===== src/hdl/sbc_pkg.sv =====
// constants and types shared by the serial lane bit error checker
package sbc_pkg;
	localparam int unsigned DATA_W = 40;
	localparam int unsigned CNT_W = 24;
	localparam int unsigned HIST_W = 31;
	localparam int unsigned MAX_LANES = 8;
	localparam int unsigned LANE_W = 3;
	localparam int unsigned IDX_W = 10;
	localparam int unsigned POP_W = 6;
	// ****************************************************************
	// register indices, byte address is four times the index
	// ****************************************************************
	localparam logic [9:0] IDX_CHK_EN = 10'h315;
	localparam logic [9:0] IDX_CHK_CTRL = 10'h316;
	localparam logic [9:0] IDX_THR_LO = 10'h317;
	localparam logic [9:0] IDX_THR_MID = 10'h318;
	localparam logic [9:0] IDX_THR_HI = 10'h319;
	localparam logic [9:0] IDX_CNT_LO = 10'h31a;
	localparam logic [9:0] IDX_CNT_MID = 10'h31b;
	localparam logic [9:0] IDX_CNT_HI = 10'h31c;
	localparam logic [9:0] IDX_PASS = 10'h31d;
	localparam logic [9:0] IDX_CAP_CTRL = 10'h31e;
	localparam logic [9:0] IDX_CAP_B0 = 10'h31f;
	localparam logic [9:0] IDX_CAP_B1 = 10'h320;
	localparam logic [9:0] IDX_CAP_B2 = 10'h321;
	localparam logic [9:0] IDX_CAP_B3 = 10'h322;
	localparam logic [9:0] IDX_CAP_B4 = 10'h323;
	localparam logic [9:0] IDX_IRQ_STAT = 10'h324;
	localparam logic [9:0] IDX_IRQ_EN = 10'h325;
	localparam logic [9:0] IDX_IRQ_CLR = 10'h326;
	// ****************************************************************
	// field positions and reset values
	// ****************************************************************
	localparam int unsigned CTRL_RST_BIT = 0;
	localparam int unsigned CTRL_RUN_BIT = 1;
	localparam int unsigned CTRL_PAT_LSB = 2;
	localparam int unsigned CTRL_LANE_LSB = 4;
	localparam int unsigned CAP_REQ_BIT = 0;
	localparam int unsigned CAP_MODE_BIT = 1;
	localparam int unsigned IRQ_FAIL_BIT = 0;
	localparam int unsigned IRQ_CAP_BIT = 1;
	localparam logic [7:0] PASS_RST = 8'hff;
	localparam logic [7:0] BYTE_RST = 8'h00;
	localparam logic [23:0] CNT_RST = 24'h00_0000;
	localparam logic [39:0] SNAP_RST = 40'h00_0000_0000;
	localparam logic [30:0] HIST_RST = 31'h0000_0000;
	localparam int unsigned TAP7_A = 7;
	localparam int unsigned TAP7_B = 6;
	localparam int unsigned TAP15_A = 15;
	localparam int unsigned TAP15_B = 14;
	localparam int unsigned TAP31_A = 31;
	localparam int unsigned TAP31_B = 28;
	typedef enum logic [1:0] {
		PAT_PRBS7 = 2'h0,
		PAT_PRBS15 = 2'h1,
		PAT_PRBS31 = 2'h2,
		PAT_NONE = 2'h3
	} sbc_pat_t;
	typedef enum logic [2:0] {
		ST_IDLE = 3'h1,
		ST_RUN = 3'h2,
		ST_FAIL = 3'h4
	} sbc_state_t;
endpackage


===== src/hdl/sbc_ifs.sv =====
// interfaces between the checker top, its lane checkers and its bus port
`timescale 1ns/1ps
`default_nettype none

interface sbc_reg_if;
	logic wr;
	logic [sbc_pkg::IDX_W-1:0] idx;
	logic [7:0] wdata;
	logic [7:0] rdata;
	modport port (output wr, idx, wdata, input rdata);
	modport regs (input wr, idx, wdata, output rdata);
endinterface
`default_nettype wire


===== src/hdl/sbc_wb_port.sv =====
// classic wishbone slave front end: one wait state, byte data in lane 0
`timescale 1ns/1ps
`default_nettype none
module sbc_wb_port (
	input wire logic ref_clk,
	input wire logic resetn,
	input wire logic ce,
	input wire logic wb_cyc_i,
	input wire logic wb_stb_i,
	input wire logic wb_we_i,
	input wire logic [11:0] wb_adr_i,
	input wire logic [3:0] wb_sel_i,
	input wire logic [31:0] wb_dat_i,
	output logic [31:0] wb_dat_o,
	output logic wb_ack_o,
	sbc_reg_if.port rif
);
	typedef struct packed {
		logic ack;
		logic [7:0] dat;
	} sbc_port_st_t;
	sbc_port_st_t s_q;
	sbc_port_st_t s_d;
	logic req;
	assign req = wb_cyc_i && wb_stb_i;
	always_comb begin
		s_d = s_q;
		s_d.ack = req && !s_q.ack;
		if (req && !s_q.ack && !wb_we_i) begin
			s_d.dat = rif.rdata;
		end
	end
	always_ff @(posedge ref_clk) begin
		if (!resetn) begin
			s_q <= '{1'b0, sbc_pkg::BYTE_RST};
		end else if (ce) begin
			s_q <= s_d;
		end
	end
	// writes land on the edge at which the master sees ack
	assign rif.wr = ce && req && wb_we_i && s_q.ack && wb_sel_i[0];
	assign rif.idx = wb_adr_i[11:2];
	assign rif.wdata = wb_dat_i[7:0];
	assign wb_ack_o = s_q.ack;
	assign wb_dat_o = {24'h00_0000, s_q.dat};
	ack_pulse_a: assert property (@(posedge ref_clk) disable iff (!resetn)
		wb_ack_o |=> !wb_ack_o) else $error("ack held longer than one cycle");
endmodule
`default_nettype wire


===== src/flat_wrapper.sv =====
// flat-port wrapper written by rule: the top's interface ports become plain ports
module sbc_wb_port_flat 
  (ref_clk, resetn, ce, wb_cyc_i, wb_stb_i, wb_we_i, wb_adr_i, wb_sel_i, wb_dat_i, wb_dat_o, wb_ack_o, rif_wr, rif_idx, rif_wdata, rif_rdata);
  sbc_reg_if rif_i ();
  input wire logic ref_clk;
  input wire logic resetn;
  input wire logic ce;
  input wire logic wb_cyc_i;
  input wire logic wb_stb_i;
  input wire logic wb_we_i;
  input wire logic [11:0] wb_adr_i;
  input wire logic [3:0] wb_sel_i;
  input wire logic [31:0] wb_dat_i;
  output logic [31:0] wb_dat_o;
  output logic wb_ack_o;
  output wire logic [$bits(rif_i.wr)-1:0] rif_wr;
  output wire logic [$bits(rif_i.idx)-1:0] rif_idx;
  output wire logic [$bits(rif_i.wdata)-1:0] rif_wdata;
  input wire logic [$bits(rif_i.rdata)-1:0] rif_rdata;
  assign rif_wr = rif_i.wr;
  assign rif_idx = rif_i.idx;
  assign rif_wdata = rif_i.wdata;
  assign rif_i.rdata = rif_rdata;
  sbc_wb_port u_core (.ref_clk(ref_clk), .resetn(resetn), .ce(ce), .wb_cyc_i(wb_cyc_i), .wb_stb_i(wb_stb_i), .wb_we_i(wb_we_i), .wb_adr_i(wb_adr_i), .wb_sel_i(wb_sel_i), .wb_dat_i(wb_dat_i), .wb_dat_o(wb_dat_o), .wb_ack_o(wb_ack_o), .rif(rif_i));
endmodule

===== config.mk =====
export PLATFORM = sky130hd
export DESIGN_NAME = sbc_wb_port_flat
export DESIGN_NICKNAME = d
export VERILOG_FILES = /design/src/hdl/sbc_pkg.sv /design/src/hdl/sbc_ifs.sv /design/src/hdl/sbc_wb_port.sv /design/src/flat_wrapper.sv
export SDC_FILE = /design/constraint.sdc
export NUM_CORES = 1
export LEC_CHECK = 0
export ABC_AREA = 1
export BUFFER_PORTS_ARGS = -buffer_cell sky130_fd_sc_hd__buf_2
export CORE_ASPECT_RATIO = 1.4
export CORE_MARGIN = 2
export CORE_UTILIZATION = 31
export DETAILED_ROUTE_END_ITERATION = 8
export PLACE_DENSITY_LB_ADDON = 0.1
export SLEW_MARGIN = 40
export SYNTH_ARGS = -nofsm -noshare
export SYNTH_HDL_FRONTEND = slang
export SYNTH_SLANG_ARGS = --single-unit

===== constraint.sdc =====
create_clock -name ref_clk -period 1.5 [get_ports ref_clk]
set_input_delay 0.3 -clock ref_clk [delete_from_list [all_inputs] [get_ports ref_clk]]
set_output_delay 0.3 -clock ref_clk [all_outputs]
set_load 0.05 [all_outputs]

After elaboration in Yosys (flattened, before gate mapping)
Cells that the tools add are included.
W data, S select, Z words.
{"block": "op_classes", "reduce_logical": 10}
{"op": "$logic_and A1 B1 Y1", "count": 7}
{"op": "$logic_not A1 Y1", "count": 2}
{"op": "$reduce_and A2 Y1", "count": 1}
{"block": "word_totals", "regBits": 9, "input_bits": 62, "out_inout_bits": 52, "elab_cells": 12}

Logic depth before layout (Yosys ltp)
Gate-level depths: netlist of run 1.
{"block": "logic_depth", "word_depth": 5, "mapped_depth": 5, "ltp_nobuf": 5}

Least setup slack after synthesis of run 1
No wires, ideal clock.
{"block": "synth_timing", "path_kind": "reg-to-output", "startpoint": "register u_core.s_q, in the netlist u_core.wb_ack_o", "endpoint": "output port rif_wr", "arrival_ps": 1886, "required_time_ps": 1200, "slack_ps": -686, "path_stages_with_launch": 3, "n_path_buf": 0, "cell_sequence": "dfxtp_1 > nand3_1 > nor3_1"}
{"block": "synth_via", "elab_chain_len": 2}
{"item": "start, declared", "line": "sbc_wb_port.sv:22", "text": "sbc_port_st_t s_q;"}
{"item": "start signal, assigned", "line": "sbc_wb_port.sv:35", "text": "s_q <= '{1'b0, sbc_pkg::BYTE_RST};"}
{"item": "$logic_and A1 B1 Y1 (2 in series)", "line": "sbc_wb_port.sv:41", "text": "assign rif.wr = ce && req && wb_we_i && s_q.ack && wb_sel_i[0];"}
{"item": "end, declared", "line": "flat_wrapper.sv:16", "text": "output wire logic [$bits(rif_i.wr)-1:0] rif_wr;"}
No other way between the ends.

Worst setup path in the final report of run 1
Same ends and word-level chain as after synthesis.

==> results summary, run 1 <==
For this design, the slowest cell found on the critical path is dfxtp_2. The summed instance area of the synthesized netlist came out at 764 sq um. The routed wire length is 1260 um. In the post-synthesis netlist, the biggest area contributors are buf_4, dfxtp_1, nor2_1. The number of levels the H-tree was split into came out at 1.

The worst clock skew on the final layout came out at 0.00185 ns. Summing all flip-flop and latch instances after layout gives 181 sq um. The quantity of I/O buffers inserted on ports came out at 24. The static power due to leakage came out at 0.417 nW. The worst-case vdd ir drop is 0.399 mV. Clock tree synthesis found a total of 9 sinks. Derived from the worst setup path, the maximum achievable clock frequency is 714 MHz. The cell area power density is 945 nW/um^2. Setup violations remaining at the end of the flow were counted as 0. The minimum clock period came out at 1.40 ns. The synthesized design spends more area on one cell type than any other, namely buf_4. The worst path arrival time is 1.10 ns. The clock-pin slew reported for the worst setup and hold paths after clock tree synthesis is 0.06 ns. The flow ran to the end, and the final reports show no timing, DRC or antenna violations. The worst setup path is launched from a flop. The area of combinational cells with multiple inputs came out at 319 sq um. The count of nets left with antenna violations once routing finished came out at 0.

Traced cell by cell, the critical path runs through nand3_1 > nor3_4 > clkbuf_4. The library cells used most frequently in the layout, excluding fill and tap cells, are conb_1, buf_2, nor2_1. The half-perimeter wire length after detailed placement came out at 964 um. The final routed wire length divided by cell count is 9.36 um.

The first-pass GRT wire length is 1910 um. The post-place instance area came out at 693 sq um. The number of top-level pins is 114. The register bit count reported by yosys is 9. The depth of the worst register-to-register path is 5.

Row generation in the floorplan step produced 21 rows. The number of diodes added for antenna fixing came out at 0. The tree is rooted in a clkbuf_4.

The area share of the largest cell type after synthesis came out at 0.412. The share of the clock period used by the worst path after layout is 0.933. The global-route congestion overflow total is 0.

The worst hold path passes through 3 cells. The fraction of final layout cells with drive strength greater than 1 is 0.304. The largest net degree at the start of global routing came out at 10. The first-pass detailed-route iteration total is 3. Dividing the detail-routed via count by the number of cells gives 4.01. The portion of the post-synthesis area used by sequential elements is 0.236. Once layout is done, the placed cells without fillers occupy 722 sq um. In this run, the number of DRC markers left after iteration 0 of detailed routing was 3. The final hold violation count is 0. In this run, distinct cell masters in the synthesized netlist total 16. The via count of the first global-routing pass is 454. The maximum clock insertion buffer count is 2. The die width is 46.0 um. In the global route stage, overall resource usage came out at 0.0930. The Yosys step of the flow raised 0 warnings. The average cell area after synthesis came out at 7.35 sq um. The vertical die dimension is 62.8 um. The via count is 541.

After the last flow step, the layout net total stands at 175. The critical path class is reg2out. The worst endpoint required time came out at 1.20 ns. Of all nets on the critical path, the largest fanout is 4. For this configuration, the core starts out at a cell density of 0.323. The placer's final routability congestion estimate is 0.661. At the later pin of the worst-skew pair, clock insertion delay measures 0.26 ns.

The number of antenna violations at the first check in global routing is 0. The gate count after technology mapping is 104. The worst setup path is captured at a primary output. TritonCTS built the clock tree. For this run, design rule violations remaining after detail routing come to 0. The maximum single-stage delay on the critical path is 0.37 ns. The worst hold slack is 0.349 ns. The total negative slack is 0 ns. The total clock buffers created by CTS came out at 3.

The count of final max-slew check failures is 0. The tool flagged a number of max-cap violations equal to 0. Setup repair after global routing left no endpoint under its margin. The core region area came out at 2360 sq um.

The number of setup buffers added after CTS is 0. The filler cells instantiated in the layout total 271. The die covers 2890 sq um. The tightest min-delay check is of the in2reg type. Leaving out fill and tap cells, the most frequent cell in the layout is conb_1. The area growth from synthesis to layout is -5.56%.
==> layout make-up <==
type / count / area share
well taps: 23 / 0.0399
flip-flops and latches: 9 / 0.251
repair buffers: 24 / 0.170
multi-input cells: 64 / 0.442
clock buffers: 4 / 0.0364
inverters: 11 / 0.0607
==> report_power, final <==
| group | switching, mW | leakage [nW] | internal, mW |
|---|---|---|---|
| sequential | 0.00469 | 0.0736 | 0.248 |
| clock | 0.0886 | 0.0150 | 0.103 |
| combinational | 0.205 | 0.328 | 0.0338 |
| total | 0.298 | 0.417 | 0.384 |
==> worst paths after layout <==
| kind | start | endpoint | slack, ns |
|---|---|---|---|
| setup reg to reg | u_core.wb_ack_o | u_core.wb_dat_o[6] | 0.55 |
| hold reg to reg | u_core.wb_dat_o[2] | u_core.wb_dat_o[2] | 0.48 |
| hold / removal | resetn | u_core.wb_dat_o[5] | 0.35 |
| setup / recovery | u_core.wb_ack_o | rif_wr | 0.1 |
==> routing by layer <==
metal  GRT usage  wire, um  part of all wire
met4       0.100        37             0.029
met5           0         0                 0
met1       0.111       539              0.43
met2       0.125       569              0.45
met3      0.0173       118             0.093
==> cell usage after synthesis <==
| cell type | number |
|---|---|
| clkbuf_1 | 1 |
| inv_2 | 1 |
| nand3_1 | 1 |
| nor3_1 | 1 |
| nand4_4 | 1 |
| nand4_1 | 8 |
| nor2_1 | 16 |
| inv_4 | 1 |
| nand2_1 | 10 |
| nor2_8 | 1 |
| conb_1 | 1 |
| nor2_4 | 1 |
| dfxtp_1 | 9 |
| inv_1 | 9 |
| a21boi_1 | 1 |
| buf_4 | 42 |
==> stage by stage <==
stage                      util  setup WS [ns]  instances  power (mW)
after detailed placement  0.293          0.211        131       0.496
after global placement    0.293          0.202        131       0.496
after floorplan               -         0.0814        127       0.636
after global routing      0.305         0.0191        135       0.718
final                     0.305         0.0998        135       0.682
after CTS                 0.304         0.0380        135       0.698
==> critical path, delay by kind of cell (launching register included) <==
kind	cells	cell delay, ns
buffers and inverters	1	0.24
DFF	1	0.37
and+or+nand+nor	2	0.22
==> cells by family (layout without fill, tap and decap cells) <==
kind of cell / Yosys count / after routing / share of synthesized area
other: 1 / 24 / 0.00491
AND/OR/NAND/NOR: 39 / 39 / 0.275
buffers and inverters: 54 / 39 / 0.475
AO/OA/AOI/OAI: 1 / 1 / 0.00982
flip-flops: 9 / 9 / 0.236
==> flip-flops by register name, indices dropped and copies added (netlist names) <==
register	count
u_core.wb_dat_o	8
u_core.wb_ack_o	1
==> timing repair <==
action / CTS / global route
hold buffers: 0 / 0
setup endpoints to repair: 0 / 1
resized for setup: 0 / 1
Power figures use the tool's default switching activity.
==> run 2: changes to the inputs <==
--- a/config.mk
+++ b/config.mk
@@ -11,7 +11,7 @@
 export CORE_MARGIN = 2
 export CORE_UTILIZATION = 31
 export DETAILED_ROUTE_END_ITERATION = 8
-export PLACE_DENSITY_LB_ADDON = 0.1
+export PLACE_DENSITY_LB_ADDON = 0.12
 export SLEW_MARGIN = 40
 export SYNTH_ARGS = -nofsm -noshare
 export SYNTH_HDL_FRONTEND = slang
==> run 2 against run 1 <==
Compared with the run above: combinational power hardly changed; power is 0.46% lower; sequential share of layout area stayed put; via count is 2.6% lower; clock power hardly changed; largest cell class unchanged; core utilization stayed put.
==> results summary, run 2 (same netlist as run 1, synthesis figures left out) <==
The final routed wire length divided by cell count is 9.27 um (-0.95%). Leaving out fill and tap cells, the most frequent cell in the layout is conb_1. The routed wire length came to 1250 um (-0.95%). The post-route antenna net violation count came out at 0 (unchanged). The post-layout total power is 679 uW (-0.46%).

The flow ran to the end, and the final reports show no timing, DRC or antenna violations. The worst setup path is launched from a flop. The core region area came out at 2360 sq um (unchanged). The via count of the first global-routing pass is 447 (-1.5%). The area added between synthesis and finish is -5.56% (unchanged). The library cells used most frequently in the layout, excluding fill and tap cells, are conb_1, buf_2, nor2_1. The clock sink total came out at 9 (unchanged).

The number of design-rule violations left by the first detailed-router iteration was 3 (unchanged). The fraction of final layout cells with drive strength greater than 1 came to 0.304 (unchanged). The switching power total came out at 295 uW (-0.98%). The number of setup buffers added after CTS came out at 0 (unchanged).

The number of levels the H-tree was split into came out at 1 (unchanged). The minimum clock period came to 1.41 ns (+0.00878 ns). The number of diodes added for antenna fixing was 0 (unchanged). The clock-pin slew reported for the worst setup and hold paths after clock tree synthesis came out at 0.06 ns (about the same). In this run the critical register-to-register path is launched from u_core.wb_ack_o. The count of final max-slew check failures came out at 0 (unchanged).

The path type of the worst min-delay path is in2reg. The placer's final routability congestion estimate is 0.658 (-0.35%). The largest net degree at the start of global routing came to 10 (unchanged). Setup repair after global routing left no endpoint under its margin.

The global-route congestion overflow total came to 0 (unchanged). The share of the clock period used by the worst path after layout is 0.939 (+0.00586). The initial core utilization was 0.323 (unchanged).

The via count is 527 (-2.6%). The total clock buffers created by CTS came out at 3 (unchanged). The half-perimeter wire length after detailed placement is 1020 um (+5.7%). The flop-to-flop setup slack is 0.55 ns (about the same). The worst endpoint required time is 1.20 ns (about the same).

The depth of the worst register-to-register path is 5 (unchanged). The total negative slack came out at 0 ns (unchanged). The share of the core filled with cells in the final layout came out at 0.305 (unchanged). The worst path arrival time came out at 1.11 ns (about the same). The combinational power share came out at 0.351 (about the same).

The number of top-level pins is 114 (unchanged). The worst-case vdd ir drop came out at 0.267 mV (-33%). The internal power component came out at 384 uW (about the same). The aggregate global-route resource usage came out at 0.0877 (-0.00536). The number of hold buffers added after CTS is 0 (unchanged).

The number of cell rows came to 21 (unchanged). The CTS tree is built. The reported max-cap violation count came out at 0 (unchanged). The mean number of vias per cell is 3.90 (-2.6%). The first-pass detailed-route iteration total is 4 (+1). The static power due to leakage came out at 0.417 nW (unchanged). The number of cells upsized or downsized after cts is 0 (unchanged). The instance count along the most critical hold path came out at 3 (unchanged). In this run the clock root is driven by a clkbuf_4. The total instance count after detailed placement came out at 131 (unchanged).

The worst clock skew on the final layout came to 0.00374 ns (+0.00188 ns). The achievable frequency came out at 710 MHz (-0.62%). The flip-flop count of the largest register after layout is 8 (unchanged).

The number of antenna violations at the first check in global routing is 0 (unchanged). The die width was 46.0 um (unchanged). The endpoint of the lowest-slack register-to-register path is u_core.wb_dat_o[3]. The worst hold slack came to 0.349 ns (-0.0000410 ns). The worst setup path is of the reg2out kind.

The worst hold path terminates at u_core.wb_dat_o[3]. The cell area power density is 940 nW/um^2 (-0.46%). The count of non-filler cells in the finished layout came out at 135 (unchanged). The insertion delay to the later sink of the worst-skew pair is 0.26 ns (about the same).

The final hold violation count came out at 0 (unchanged). The clock network fraction of design power came out at 0.278 (-0.002). The first-pass GRT wire length is 1840 um (-3.6%). The maximum clock insertion buffer count is 2 (unchanged). The net switching share of the total power is 0.435 (-0.00228). The floorplan die area is 2890 sq um (unchanged). The quantity of I/O buffers inserted on ports came to 24 (unchanged). The startpoint identified for the worst hold timing path is resetn. The part of the power in registers came out at 0.372 (+0.002). The vertical die dimension came out at 62.8 um (unchanged). The maximum fanout count along the critical path came out at 4 (unchanged). The setup violation total in the final timing report was 0 (unchanged). STA classifies the critical path endpoint as a primary output. The DRC violations left came out at 0 (unchanged). The count of nets after finishing is 175 (unchanged).
[run 2: worst max-delay path, cell delays in order (launching register included)]
cell and delay (ns):
dfxtp_2 0.37, nand3_1 0.12, nor3_4 0.11, clkbuf_4 0.24
[run 2: layout make-up]
class | instances | area [sq um]
fill | 286 | 1640
multi-input combinational | 64 | 319
sequential | 9 | 181
timing repair buffer | 24 | 123
inverter | 11 | 43.8
tap | 23 | 28.8
clock buffer | 4 | 26.3
[run 2: metal layers]
metal,part of all wire,wire length [um],global-route usage
met5,0,0,0
met4,0.022,27,0.0821
met3,0.12,153,0.00578
met2,0.48,600,0.139
met1,0.38,470,0.0952
[run 2: worst max path at each step]
| stage | start | endpoint | slack (ns) |
|---|---|---|---|
| floorplan | u_core.wb_ack_o | rif_wr | 0.08 |
| global placement | wb_cyc_i | rif_wr | 0.20 |
| detailed placement | wb_cyc_i | rif_wr | 0.20 |
| CTS | u_core.wb_ack_o | rif_wr | 0.04 |
| global route | u_core.wb_ack_o | rif_wr | 0.02 |
| finish | u_core.wb_ack_o | rif_wr | 0.09 |
[run 2: metrics by stage]
| step | area, sq um | setup WS, ns |
|---|---|---|
| 2_1_floorplan | 863 | 0.0814 |
| 3_3_place_gp | 693 | 0.200 |
| 3_5_place_dp | 693 | 0.200 |
| 4_1_cts | 719 | 0.0446 |
| 5_1_grt | 722 | 0.0239 |
| 6_report | 722 | 0.0910 |
[run 2: power by group through the flow]
stage / Combinational [mW] / Clock [mW] / Sequential (mW)
floorplan: 0.349 / 0 / 0.287
global placement: 0.238 / 0 / 0.258
detailed placement: 0.238 / 0 / 0.258
CTS: 0.238 / 0.199 / 0.252
global route: 0.253 / 0.206 / 0.253
finish: 0.238 / 0.189 / 0.252
